==> config.mk <==
export PLATFORM = sky130hd
export DESIGN_NAME = msh_mote_flat
export DESIGN_NICKNAME = d
export VERILOG_FILES = /design/src/logic/msh_pkg.sv /design/src/logic/msh_if.sv /design/src/logic/msh_mote.sv /design/src/flat_wrapper.sv
export VERILOG_INCLUDE_DIRS = /design/src /design/src/logic
export SDC_FILE = /design/constraint.sdc
export NUM_CORES = 1
export LEC_CHECK = 0
export BUFFER_PORTS_ARGS = -buffer_cell sky130_fd_sc_hd__clkbuf_2
export CORE_MARGIN = 3
export CORE_UTILIZATION = 50
export DETAILED_ROUTE_END_ITERATION = 10
export PLACE_DENSITY = 0.66
export SYNTH_ARGS = -nofsm -noshare
export SYNTH_HDL_FRONTEND = slang
export SYNTH_HIERARCHICAL = 1
export SYNTH_SLANG_ARGS = --single-unit
export TNS_END_PERCENT = 1
==> constraint.sdc <==
create_clock -name core_clk_in -period 4.15 [get_ports core_clk_in]
set_input_delay 0.415 -clock core_clk_in [delete_from_list [all_inputs] [get_ports core_clk_in]]
set_output_delay 0.415 -clock core_clk_in [all_outputs]
set_load 0.02 [all_outputs]
==> src/logic/msh_cfg.svh <==
/*
 * Constants of the five-signal mote serial port: link rate, handshake timing and buffer sizes.
 * Assumes a 200 MHz core clock and an idle-high line on every serial and handshake signal.
 */
`ifndef MSH_CFG_SVH
`define MSH_CFG_SVH

// ************************************************************
// clock and link rate
// ************************************************************
`define MSH_CLK_HZ           200000000
`define MSH_BAUD             115200
`define MSH_BIT_CYC          16'((`MSH_CLK_HZ) / (`MSH_BAUD))
`define MSH_HALF_CYC         16'((`MSH_CLK_HZ) / (2 * `MSH_BAUD))
// the mote's receiver wants 1.5 stop bits at this rate
`define MSH_HOST_STOP_CYC    16'((3 * `MSH_CLK_HZ) / (2 * `MSH_BAUD))
`define MSH_DATA_BITS        8
`define MSH_STOP_IDX         4'h9

// ************************************************************
// handshake timing
// ************************************************************
`define MSH_REQ_TIMEOUT_MS   500
`define MSH_REQ_TIMEOUT_CYC  (32'(`MSH_REQ_TIMEOUT_MS) * 32'(`MSH_CLK_HZ / 1000))
`define MSH_RETRY_DELAY_MS   500
`define MSH_RETRY_DELAY_CYC  (32'(`MSH_RETRY_DELAY_MS) * 32'(`MSH_CLK_HZ / 1000))
`define MSH_ACK_PULSE_NS     500
`define MSH_ACK_PULSE_CYC    8'((`MSH_ACK_PULSE_NS * (`MSH_CLK_HZ / 1000000) + 999) / 1000)

// ************************************************************
// buffering
// ************************************************************
`define MSH_FIFO_DEPTH       16
`define MSH_FIFO_WIDTH       9

`endif

==> src/logic/msh_pkg.sv <==
/*
 * Types and character helpers shared by both ends of the mote serial port.
 * Assumes msh_cfg.svh on the include path.
 */
`include "msh_cfg.svh"

package msh_pkg;

   // ************************************************************
   // types
   // ************************************************************
   typedef enum logic [1:0] {RX_IDLE, RX_START, RX_DATA, RX_STOP} msh_rx_st_e;
   typedef enum logic [2:0] {M_IDLE, M_REQ, M_RETRY, M_SEND, M_WAIT} msh_mote_st_e;
   typedef enum logic [1:0] {A_NONE, A_ROSE, A_FELL} msh_ack_e;

   typedef struct packed {
      msh_rx_st_e  st;
      logic [15:0] cnt;
      logic [2:0]  bitn;
      logic [7:0]  data;
      logic        vld;
   } msh_rx_s;

   typedef struct packed {
      logic        busy;
      logic [15:0] cnt;
      logic [3:0]  bitn;
      logic [8:0]  shf;
      logic        txd;
   } msh_tx_s;

   // ************************************************************
   // character receiver: samples mid-bit, drops false starts
   // ************************************************************
   function automatic msh_rx_s msh_rx_step(msh_rx_s s, logic rxd);
      msh_rx_s n;
      n     = s;
      n.vld = 1'b0;
      n.cnt = s.cnt + 16'h1;
      unique case (s.st)
         RX_IDLE: begin
            n.cnt = '0;
            if (!rxd) begin
               n.st = RX_START;
            end
         end
         RX_START: begin
            if (s.cnt == `MSH_HALF_CYC - 16'h1) begin
               n.cnt  = '0;
               n.bitn = '0;
               n.st   = rxd ? RX_IDLE : RX_DATA;
            end
         end
         RX_DATA: begin
            if (s.cnt == `MSH_BIT_CYC - 16'h1) begin
               n.cnt  = '0;
               n.data = {rxd, s.data[7:1]};
               n.bitn = s.bitn + 3'h1;
               if (s.bitn == 3'(`MSH_DATA_BITS - 1)) begin
                  n.st = RX_STOP;
               end
            end
         end
         RX_STOP: begin
            if (s.cnt == `MSH_BIT_CYC - 16'h1) begin
               n.st  = RX_IDLE;
               n.vld = rxd; // framing error drops the byte
            end
         end
      endcase
      return n;
   endfunction

   // ************************************************************
   // character transmitter
   // ************************************************************
   function automatic msh_tx_s msh_tx_load(logic [7:0] d);
      msh_tx_s n;
      n.busy = 1'b1;
      n.cnt  = '0;
      n.bitn = '0;
      n.shf  = {1'b1, d};
      n.txd  = 1'b0;
      return n;
   endfunction

   function automatic msh_tx_s msh_tx_step(msh_tx_s s, logic [15:0] stop_cyc);
      msh_tx_s n;
      n = s;
      if (s.busy) begin
         n.cnt = s.cnt + 16'h1;
         if (s.bitn == `MSH_STOP_IDX) begin
            if (s.cnt == stop_cyc - 16'h1) begin
               n.busy = 1'b0;
               n.cnt  = '0;
            end
         end else if (s.cnt == `MSH_BIT_CYC - 16'h1) begin
            n.cnt  = '0;
            n.txd  = s.shf[0];
            n.shf  = {1'b1, s.shf[8:1]};
            n.bitn = s.bitn + 4'h1;
         end
      end
      return n;
   endfunction

endpackage

==> src/logic/msh_if.sv <==
/*
 * The five serial wires plus timestamp trigger between mote and host.
 * Assumes both ends run on the same core clock; every line idles high.
 */
`timescale 1ns/1ps

interface msh_if;
   logic mote_tx;
   logic host_tx;
   logic mote_request_to_send_n;
   logic host_clear_to_send_n;
   logic mote_accepts_packets_n;
   logic timestamp_trigger_n;

   modport mote (
      output mote_tx,
      output mote_request_to_send_n,
      output mote_accepts_packets_n,
      input  host_tx,
      input  host_clear_to_send_n,
      input  timestamp_trigger_n
   );

   modport host (
      input  mote_tx,
      input  mote_request_to_send_n,
      input  mote_accepts_packets_n,
      output host_tx,
      output host_clear_to_send_n,
      output timestamp_trigger_n
   );
endinterface

==> src/logic/msh_mote.sv <==
/*
 * Mote end of the serial port: outbound packet buffer, request and retry, per-byte paced
 * transmitter, receiver, accepts-packets gate and timestamp trigger.
 * Assumes the host end on msh_if and the mote core on the user ports.
 */
`timescale 1ns/1ps

// ************************************************************
// buffer
// ************************************************************
module msh_fifo #(
   parameter int W = `MSH_FIFO_WIDTH,
   parameter int D = `MSH_FIFO_DEPTH
) (
   // clock and reset
   input  wire logic         core_clk_in,
   input  wire logic         reset_in,
   // fill side
   input  wire logic         wr_valid_in,
   output      logic         wr_ready_out,
   input  wire logic [W-1:0] wr_data_in,
   // drain side
   output      logic         rd_valid_out,
   input  wire logic         rd_ready_in,
   output      logic [W-1:0] rd_data_out
);
   localparam int AW = $clog2(D);
   localparam int CW = $clog2(D + 1);

   typedef struct packed {
      logic [D-1:0][W-1:0] mem;
      logic [AW-1:0]       wr;
      logic [AW-1:0]       rd;
      logic [CW-1:0]       cnt;
   } msh_fifo_s;

   msh_fifo_s r;
   msh_fifo_s nxt;
   logic      push;
   logic      pop;

   assign wr_ready_out = (r.cnt != CW'(D));
   assign rd_valid_out = (r.cnt != '0);
   assign rd_data_out  = r.mem[r.rd];
   assign push         = wr_valid_in & wr_ready_out;
   assign pop          = rd_valid_out & rd_ready_in;

   always_comb begin
      nxt = r;
      if (push) begin
         nxt.mem[r.wr] = wr_data_in;
         nxt.wr        = (r.wr == AW'(D - 1)) ? '0 : r.wr + AW'(1);
      end
      if (pop) begin
         nxt.rd = (r.rd == AW'(D - 1)) ? '0 : r.rd + AW'(1);
      end
      nxt.cnt = r.cnt + CW'(push) - CW'(pop);
      if (reset_in) begin
         nxt.wr  = '0;
         nxt.rd  = '0;
         nxt.cnt = '0;
      end
   end

   always_ff @(posedge core_clk_in) begin
      r <= nxt;
   end
endmodule

// ************************************************************
// mote end
// ************************************************************
module msh_mote #(
   parameter logic [31:0] REQ_TIMEOUT_CYC = `MSH_REQ_TIMEOUT_CYC,
   parameter logic [31:0] RETRY_DELAY_CYC = `MSH_RETRY_DELAY_CYC
) (
   // clock and reset
   input  wire logic       core_clk_in,
   input  wire logic       reset_in,
   // link
   msh_if.mote             bus,
   // outbound bytes, last marks end of packet
   input  wire logic [7:0] tx_data_in,
   input  wire logic       tx_last_in,
   input  wire logic       tx_valid_in,
   output      logic       tx_ready_out,
   // inbound bytes
   output      logic [7:0] rx_data_out,
   output      logic       rx_valid_out,
   // network and buffer state
   input  wire logic       network_joined_in,
   input  wire logic       buffer_room_in,
   // timestamp
   output      logic       timestamp_req_out
);
   import msh_pkg::*;

   typedef struct packed {
      msh_mote_st_e st;
      logic [31:0]  tmr;
      msh_tx_s      tx;
      logic         last;
      msh_ack_e     ack;
      logic [1:0]   cts_sy;
      logic         cts_d;
      logic [1:0]   rx_sy;
      msh_rx_s      rx;
      logic [1:0]   ts_sy;
      logic         ts_d;
      logic         ts_pls;
      logic         rts_n;
      logic         acc_n;
   } msh_mote_s;

   msh_mote_s       r;
   msh_mote_s       nxt;
   logic            f_vld;
   logic            f_pop;
   logic [8:0]      f_data;
   logic            rise;
   logic            fall;
   logic            start;

   msh_fifo #(.W(`MSH_FIFO_WIDTH), .D(`MSH_FIFO_DEPTH)) u_fifo (
      .core_clk_in  (core_clk_in),
      .reset_in     (reset_in),
      .wr_valid_in  (tx_valid_in),
      .wr_ready_out (tx_ready_out),
      .wr_data_in   ({tx_last_in, tx_data_in}),
      .rd_valid_out (f_vld),
      .rd_ready_in  (f_pop),
      .rd_data_out  (f_data)
   );

   // edges only from the second sync stage
   assign rise = r.cts_sy[1] & ~r.cts_d;
   assign fall = ~r.cts_sy[1] & r.cts_d;

   always_comb begin
      nxt        = r;
      start      = 1'b0;
      f_pop      = 1'b0;
      nxt.cts_sy = {r.cts_sy[0], bus.host_clear_to_send_n};
      nxt.cts_d  = r.cts_sy[1];
      nxt.rx_sy  = {r.rx_sy[0], bus.host_tx};
      nxt.ts_sy  = {r.ts_sy[0], bus.timestamp_trigger_n};
      nxt.ts_d   = r.ts_sy[1];
      nxt.ts_pls = ~r.ts_sy[1] & r.ts_d;
      // local command and network traffic alike are received here
      nxt.rx     = msh_rx_step(r.rx, r.rx_sy[1]);
      nxt.acc_n  = ~(network_joined_in & buffer_room_in);
      nxt.tx     = msh_tx_step(r.tx, `MSH_BIT_CYC);
      // the ack pulse may fall inside the stop bit, so it is tracked while sending too
      if (rise) begin
         nxt.ack = A_ROSE;
      end else if (fall && r.ack == A_ROSE) begin
         nxt.ack = A_FELL;
      end
      unique case (r.st)
         M_IDLE: begin
            if (f_vld) begin
               nxt.st    = M_REQ;
               nxt.rts_n = 1'b0;
               nxt.tmr   = '0;
            end
         end
         M_REQ: begin
            if (!r.cts_sy[1]) begin
               start = 1'b1;
            end else if (r.tmr == REQ_TIMEOUT_CYC - 32'h1) begin
               nxt.st    = M_RETRY;
               nxt.rts_n = 1'b1;
               nxt.tmr   = '0;
            end else begin
               nxt.tmr = r.tmr + 32'h1;
            end
         end
         M_RETRY: begin
            if (r.tmr == RETRY_DELAY_CYC - 32'h1) begin
               nxt.st    = M_REQ;
               nxt.rts_n = 1'b0;
               nxt.tmr   = '0;
            end else begin
               nxt.tmr = r.tmr + 32'h1;
            end
         end
         M_SEND: begin
            if (!nxt.tx.busy) begin
               nxt.st = r.last ? M_IDLE : M_WAIT;
               if (r.last) begin
                  nxt.rts_n = 1'b1;
               end
            end
         end
         M_WAIT: begin
            // an empty buffer mid-packet simply stretches the gap
            if (r.ack == A_FELL && f_vld) begin
               start = 1'b1;
            end
         end
      endcase
      if (start) begin
         f_pop    = 1'b1;
         nxt.tx   = msh_tx_load(f_data[7:0]);
         nxt.last = f_data[8];
         nxt.ack  = A_NONE;
         nxt.st   = M_SEND;
      end
      if (reset_in) begin
         nxt.st     = M_IDLE;
         nxt.tmr    = '0;
         nxt.tx     = '0;
         nxt.tx.txd = 1'b1;
         nxt.last   = 1'b0;
         nxt.ack    = A_NONE;
         nxt.cts_sy = 2'h3;
         nxt.cts_d  = 1'b1;
         nxt.rx_sy  = 2'h3;
         nxt.rx     = '0;
         nxt.ts_sy  = 2'h3;
         nxt.ts_d   = 1'b1;
         nxt.ts_pls = 1'b0;
         nxt.rts_n  = 1'b1;
         nxt.acc_n  = 1'b1;
      end
   end

   always_ff @(posedge core_clk_in) begin
      r <= nxt;
   end

   assign bus.mote_tx                = r.tx.txd;
   assign bus.mote_request_to_send_n = r.rts_n;
   assign bus.mote_accepts_packets_n = r.acc_n;
   assign rx_data_out                = r.rx.data;
   assign rx_valid_out               = r.rx.vld;
   assign timestamp_req_out          = r.ts_pls;
endmodule

==> src/flat_wrapper.sv <==
// flat-port wrapper written by rule: the top's interface ports become plain ports
module msh_mote_flat import msh_pkg::*;
#(
   parameter logic [31:0] REQ_TIMEOUT_CYC = `MSH_REQ_TIMEOUT_CYC,
   parameter logic [31:0] RETRY_DELAY_CYC = `MSH_RETRY_DELAY_CYC
)
  (core_clk_in, reset_in, tx_data_in, tx_last_in, tx_valid_in, tx_ready_out, rx_data_out, rx_valid_out, network_joined_in, buffer_room_in, timestamp_req_out, bus_mote_tx, bus_mote_request_to_send_n, bus_mote_accepts_packets_n, bus_host_tx, bus_host_clear_to_send_n, bus_timestamp_trigger_n);
  msh_if bus_i ();
  input  wire logic core_clk_in;
  input  wire logic reset_in;
  input  wire logic [7:0] tx_data_in;
  input  wire logic tx_last_in;
  input  wire logic tx_valid_in;
  output      logic tx_ready_out;
  output      logic [7:0] rx_data_out;
  output      logic rx_valid_out;
  input  wire logic network_joined_in;
  input  wire logic buffer_room_in;
  output      logic timestamp_req_out;
  output wire logic [$bits(bus_i.mote_tx)-1:0] bus_mote_tx;
  output wire logic [$bits(bus_i.mote_request_to_send_n)-1:0] bus_mote_request_to_send_n;
  output wire logic [$bits(bus_i.mote_accepts_packets_n)-1:0] bus_mote_accepts_packets_n;
  input wire logic [$bits(bus_i.host_tx)-1:0] bus_host_tx;
  input wire logic [$bits(bus_i.host_clear_to_send_n)-1:0] bus_host_clear_to_send_n;
  input wire logic [$bits(bus_i.timestamp_trigger_n)-1:0] bus_timestamp_trigger_n;
  assign bus_mote_tx = bus_i.mote_tx;
  assign bus_mote_request_to_send_n = bus_i.mote_request_to_send_n;
  assign bus_mote_accepts_packets_n = bus_i.mote_accepts_packets_n;
  assign bus_i.host_tx = bus_host_tx;
  assign bus_i.host_clear_to_send_n = bus_host_clear_to_send_n;
  assign bus_i.timestamp_trigger_n = bus_timestamp_trigger_n;
  msh_mote #(.REQ_TIMEOUT_CYC(REQ_TIMEOUT_CYC), .RETRY_DELAY_CYC(RETRY_DELAY_CYC)) u_core (.core_clk_in(core_clk_in), .reset_in(reset_in), .bus(bus_i), .tx_data_in(tx_data_in), .tx_last_in(tx_last_in), .tx_valid_in(tx_valid_in), .tx_ready_out(tx_ready_out), .rx_data_out(rx_data_out), .rx_valid_out(rx_valid_out), .network_joined_in(network_joined_in), .buffer_room_in(buffer_room_in), .timestamp_req_out(timestamp_req_out));
endmodule
==> impl_results.md <==
- Most frequent cell on the critical path: sky130_fd_sc_hd__inv_1
- Non-filler instance count after layout: 1207
- Combinational fraction of design power: 0.107
- Largest net degree at the start of global routing: 50
- Hold bufs inserted after CTS: 0
- Via count of the first global-routing pass: 6478
- Crit path buffers/inverters: 4
- CORE AREA: 21900 um^2
- Die area: 24200 um^2
- Portion of the post-synthesis area used by sequential elements: 0.608
- Clock tree skew after final layout: 0.0228 ns
- Clk network pwr share: 0.411
- Area share of the leading cell type in the synthesized netlist: 0.387
- Depth of the CTS H-tree: 1
- Max FO, Critical Path: 5
- Iteration count of the initial detailed-routing pass: 4
- Cell Int Power: 4.71 mW
- Synthesized netlist net count: 918
- Largest vdd supply drop: 0.000326 V
- Share of final-layout standard cells stronger than drive strength 1: 0.157
- Static Leakage: 4.28 nW
- Slowest cell on crit path: sky130_fd_sc_hd__or4b_4
- Maximum clock path buffer count: 3
- Gate count after technology mapping: 882
- Startpoint types: register
- Mean Syn Cell Area: 12.7 um^2
- Worst-path clk slew: 0.06 ns
- DIE WIDTH: 155 um
- Initial antenna violation count: 0
- CTS tree: done
- Data arrival at the endpoint of the critical path: 3.54 ns
- Sw power: 1.46 mW
- Number of nets still failing antenna checks after routing: 0
- Most instantiated cells after synthesis: sky130_fd_sc_hd__edfxtp_1, sky130_fd_sc_hd__nor2_1, sky130_fd_sc_hd__dfxtp_1
- Dominant combinational cell family by area after synthesis: simple AND/OR/NAND/NOR gates
- Vias post-DR: 6534
- Most instantiated flip-flop cell in the synthesis netlist: sky130_fd_sc_hd__edfxtp_1
- Fraction of synthesized area in multiplexers: 0.0914
- DRC errors left: 0
- Initial cell density of the core: 0.510
- Clk Latency, worst-skew pair: 0.55 ns
- Sinks on the clock net: 267
- Setup crit end kind: register
- Detailed-placement wirelength estimate: 13100 um
- CTS resizes: 0
- Sum Neg Setup Slack: 0 ns
- Diode count: 0
- Total power divided by cell area: 496 nW/um^2
- Fraction of the mapped netlist area in compound gates: 0.0530
- Final RePlAce weighted congestion: 0.765
- Port bufs: 30
- Distinct cells, synth: 66
- Area added between synthesis and finish: 11.4%
- Number of flops mapped to enable cells by yosys: 144
- Period utilization: 0.759
- Final Setup Violations: 0
- Adder-Cell Fraction of Synth Area: 0.0220
- Placed instance count: 1155
- Average wire per standard cell: 16.9 um
- Fraction of synthesized cell area in xor and xnor cells: 0.0502
- Share of async-settable or async-resettable flops after synthesis: 0
- Vias per Instance: 5.41
- Final critical delay including setup and external delays: 3.15 ns
- Final WL: 20500 um
- Portion of total power attributed to sequential cells: 0.482
- Fraction of the core area covered by cells at the end of the flow: 0.568
- Cells along the critical path: inv_1 > ha_1 > or4b_4 > nand3_1 > a21o_1 > inv_1 > and2_4 > ha_1 > inv_1 > ha_1 > inv_1 > fa_1 > nor2b_1 > o21bai_1 > a21oi_1 > nor3b_1
- Run status: completed
- CTS Buf Count: 28
- Syn. warnings: 6
- Clock Root Buffer: sky130_fd_sc_hd__clkbuf_16
- Worst-Margin Slew: 1.09 ns
- Final nets: 941
- Switching part of the total: 0.236
- Number of DRC markers after the initial detailed-route iteration: 276
- Number of hold-slack violations in the final timing report: 0
- WP data required: 4.55 ns
- Overall die height: 155 um
- Flop and latch count out of synthesis: 267
- Slew Viols, Final: 0
- Library cell with the largest summed area after synthesis: sky130_fd_sc_hd__edfxtp_1
- Maximum cell stage delay along the critical path: 0.51 ns
- Synth top area cells: sky130_fd_sc_hd__edfxtp_1, sky130_fd_sc_hd__dfxtp_1, sky130_fd_sc_hd__mux4_2
- First-pass GRT wire length: 33700 um
- Area share of and/or/nand/nor cells after synthesis: 0.144
- Rel. slew slack: 0.274
- Achievable frequency: 0.318 GHz
- Syn Std Cell Area: 11200 um^2
- Max-capacitance violation count: 0
- Category of the most critical setup path: register to register
- Global-route total usage across every layer: 0.171
- Number of core rows: 54
- I/O pin cnt: 31
- GRT overflow: 0
- Most frequent cell after synthesis: sky130_fd_sc_hd__edfxtp_1
- RSZ-0062 raised after global routing: false
- Type of the worst min-delay path: input pin to register
- Post-CTS repair timing setup buffer count: 0
- Cell type group with the largest total delay on the critical path: simple AND/OR/NAND/NOR gates
## power groups by stage
stage / logic, mW / registers [mW] / clock network [mW]
floorplan: 0.563 / 2.98 / 0
detailed placement: 0.666 / 3.03 / 0
global route: 0.748 / 2.98 / 2.70
finish: 0.661 / 2.97 / 2.53
global placement: 0.658 / 3.03 / 0
CTS: 0.670 / 2.97 / 2.60
## layout make-up
cell class	instances	area, um^2
Timing Repair Buffer	37	203
Fill cell	1838	9450
Multi-Input combinational cell	542	4030
Clock buffer	37	764
Inverter	29	109
Sequential cell	267	6790
Clock inverter	15	190
Tap cell	280	350
## flip-flops by register name, indices dropped and copies added (netlist names)
name and cells:
u_core/u_fifo/r 157, u_core/bus.mote_accepts_packets_n 1, u_core/timestamp_req_out 1, u_core/r 97, u_core/bus.mote_tx 1, u_core/rx_data_out 8
u_core/rx_valid_out 1, u_core/bus.mote_request_to_send_n 1
## cells by family after synthesis
kind of cell             count (synthesis)
flip-flops                             267
XOR/XNOR                                64
multiplexers                            57
adder cells (fa/ha/maj)                 19
AO/OA/AOI/OAI                           81
buffers and inverters                   73
AND/OR/NAND/NOR                        321
## layer usage
metal	up-vias	track usage	wire [um]
met5	-	0	0
met4	0	0.0459	495
met3	33	0.0248	696
met2	81	0.282	9590
met1	3189	0.240	9680
li1	3231	-	-
## cell usage in the layout, fill, tap and decap left out, drive strengths merged, types with 6 or more instances in the layout
master and n:
edfxtp 144, nor2 132, dfxtp 123, clkbuf 67, nand2 55, xor2 36
mux4 36, nand3 30, inv 29, xnor2 28, mux2i 21, nor3 21
a22oi 20, a21oi 19, ha 18, nand4 15, and3 11, a211oi 11
or2 10, clkinv 8, nand2b 7, buf 7, o21ai 7, a21o 6
nor4 6
## worst register-to-register path: stages (launching register included)
cell	delay, ns
sky130_fd_sc_hd__dfxtp_1	0.31
sky130_fd_sc_hd__inv_1	0.09
sky130_fd_sc_hd__ha_1	0.16
sky130_fd_sc_hd__or4b_4	0.51
sky130_fd_sc_hd__nand3_1	0.15
sky130_fd_sc_hd__a21o_1	0.15
sky130_fd_sc_hd__inv_1	0.09
sky130_fd_sc_hd__and2_4	0.17
sky130_fd_sc_hd__ha_1	0.28
sky130_fd_sc_hd__inv_1	0.06
sky130_fd_sc_hd__ha_1	0.15
sky130_fd_sc_hd__inv_1	0.05
sky130_fd_sc_hd__fa_1	0.37
sky130_fd_sc_hd__nor2b_1	0.16
sky130_fd_sc_hd__o21bai_1	0.10
sky130_fd_sc_hd__a21oi_1	0.15
sky130_fd_sc_hd__nor3b_1	0.06
## final timing paths
path | start | endpoint | slack (ns) | cells after the start
worst max-delay path | u_core/u_fifo/r[3] | u_core/u_fifo/r[4] | 1.00 | 16
worst min-delay path | network_joined_in | u_core/bus.mote_accepts_packets_n | 0.06 | 2
worst max register to register | u_core/u_fifo/r[3] | u_core/u_fifo/r[4] | 1.00 | 16
worst min register to register | u_core/r[4] | u_core/r[5] | 0.41 | 1
## per-stage QoR
step                      worst slack (ns)  instance area [um^2]  hold WS, ns  total power, mW
after floorplan                      0.840                 11200        0.389             3.55
after global placement                1.13                 11500        0.390             3.68
after detailed placement              1.04                 11500        0.399             3.69
after CTS                            0.978                 12400       0.0387             6.24
after global routing                 0.786                 12400       0.0583             6.43
final                                 1.00                 12400       0.0596             6.17
No activity file was read; power rests on OpenSTA's default activity.
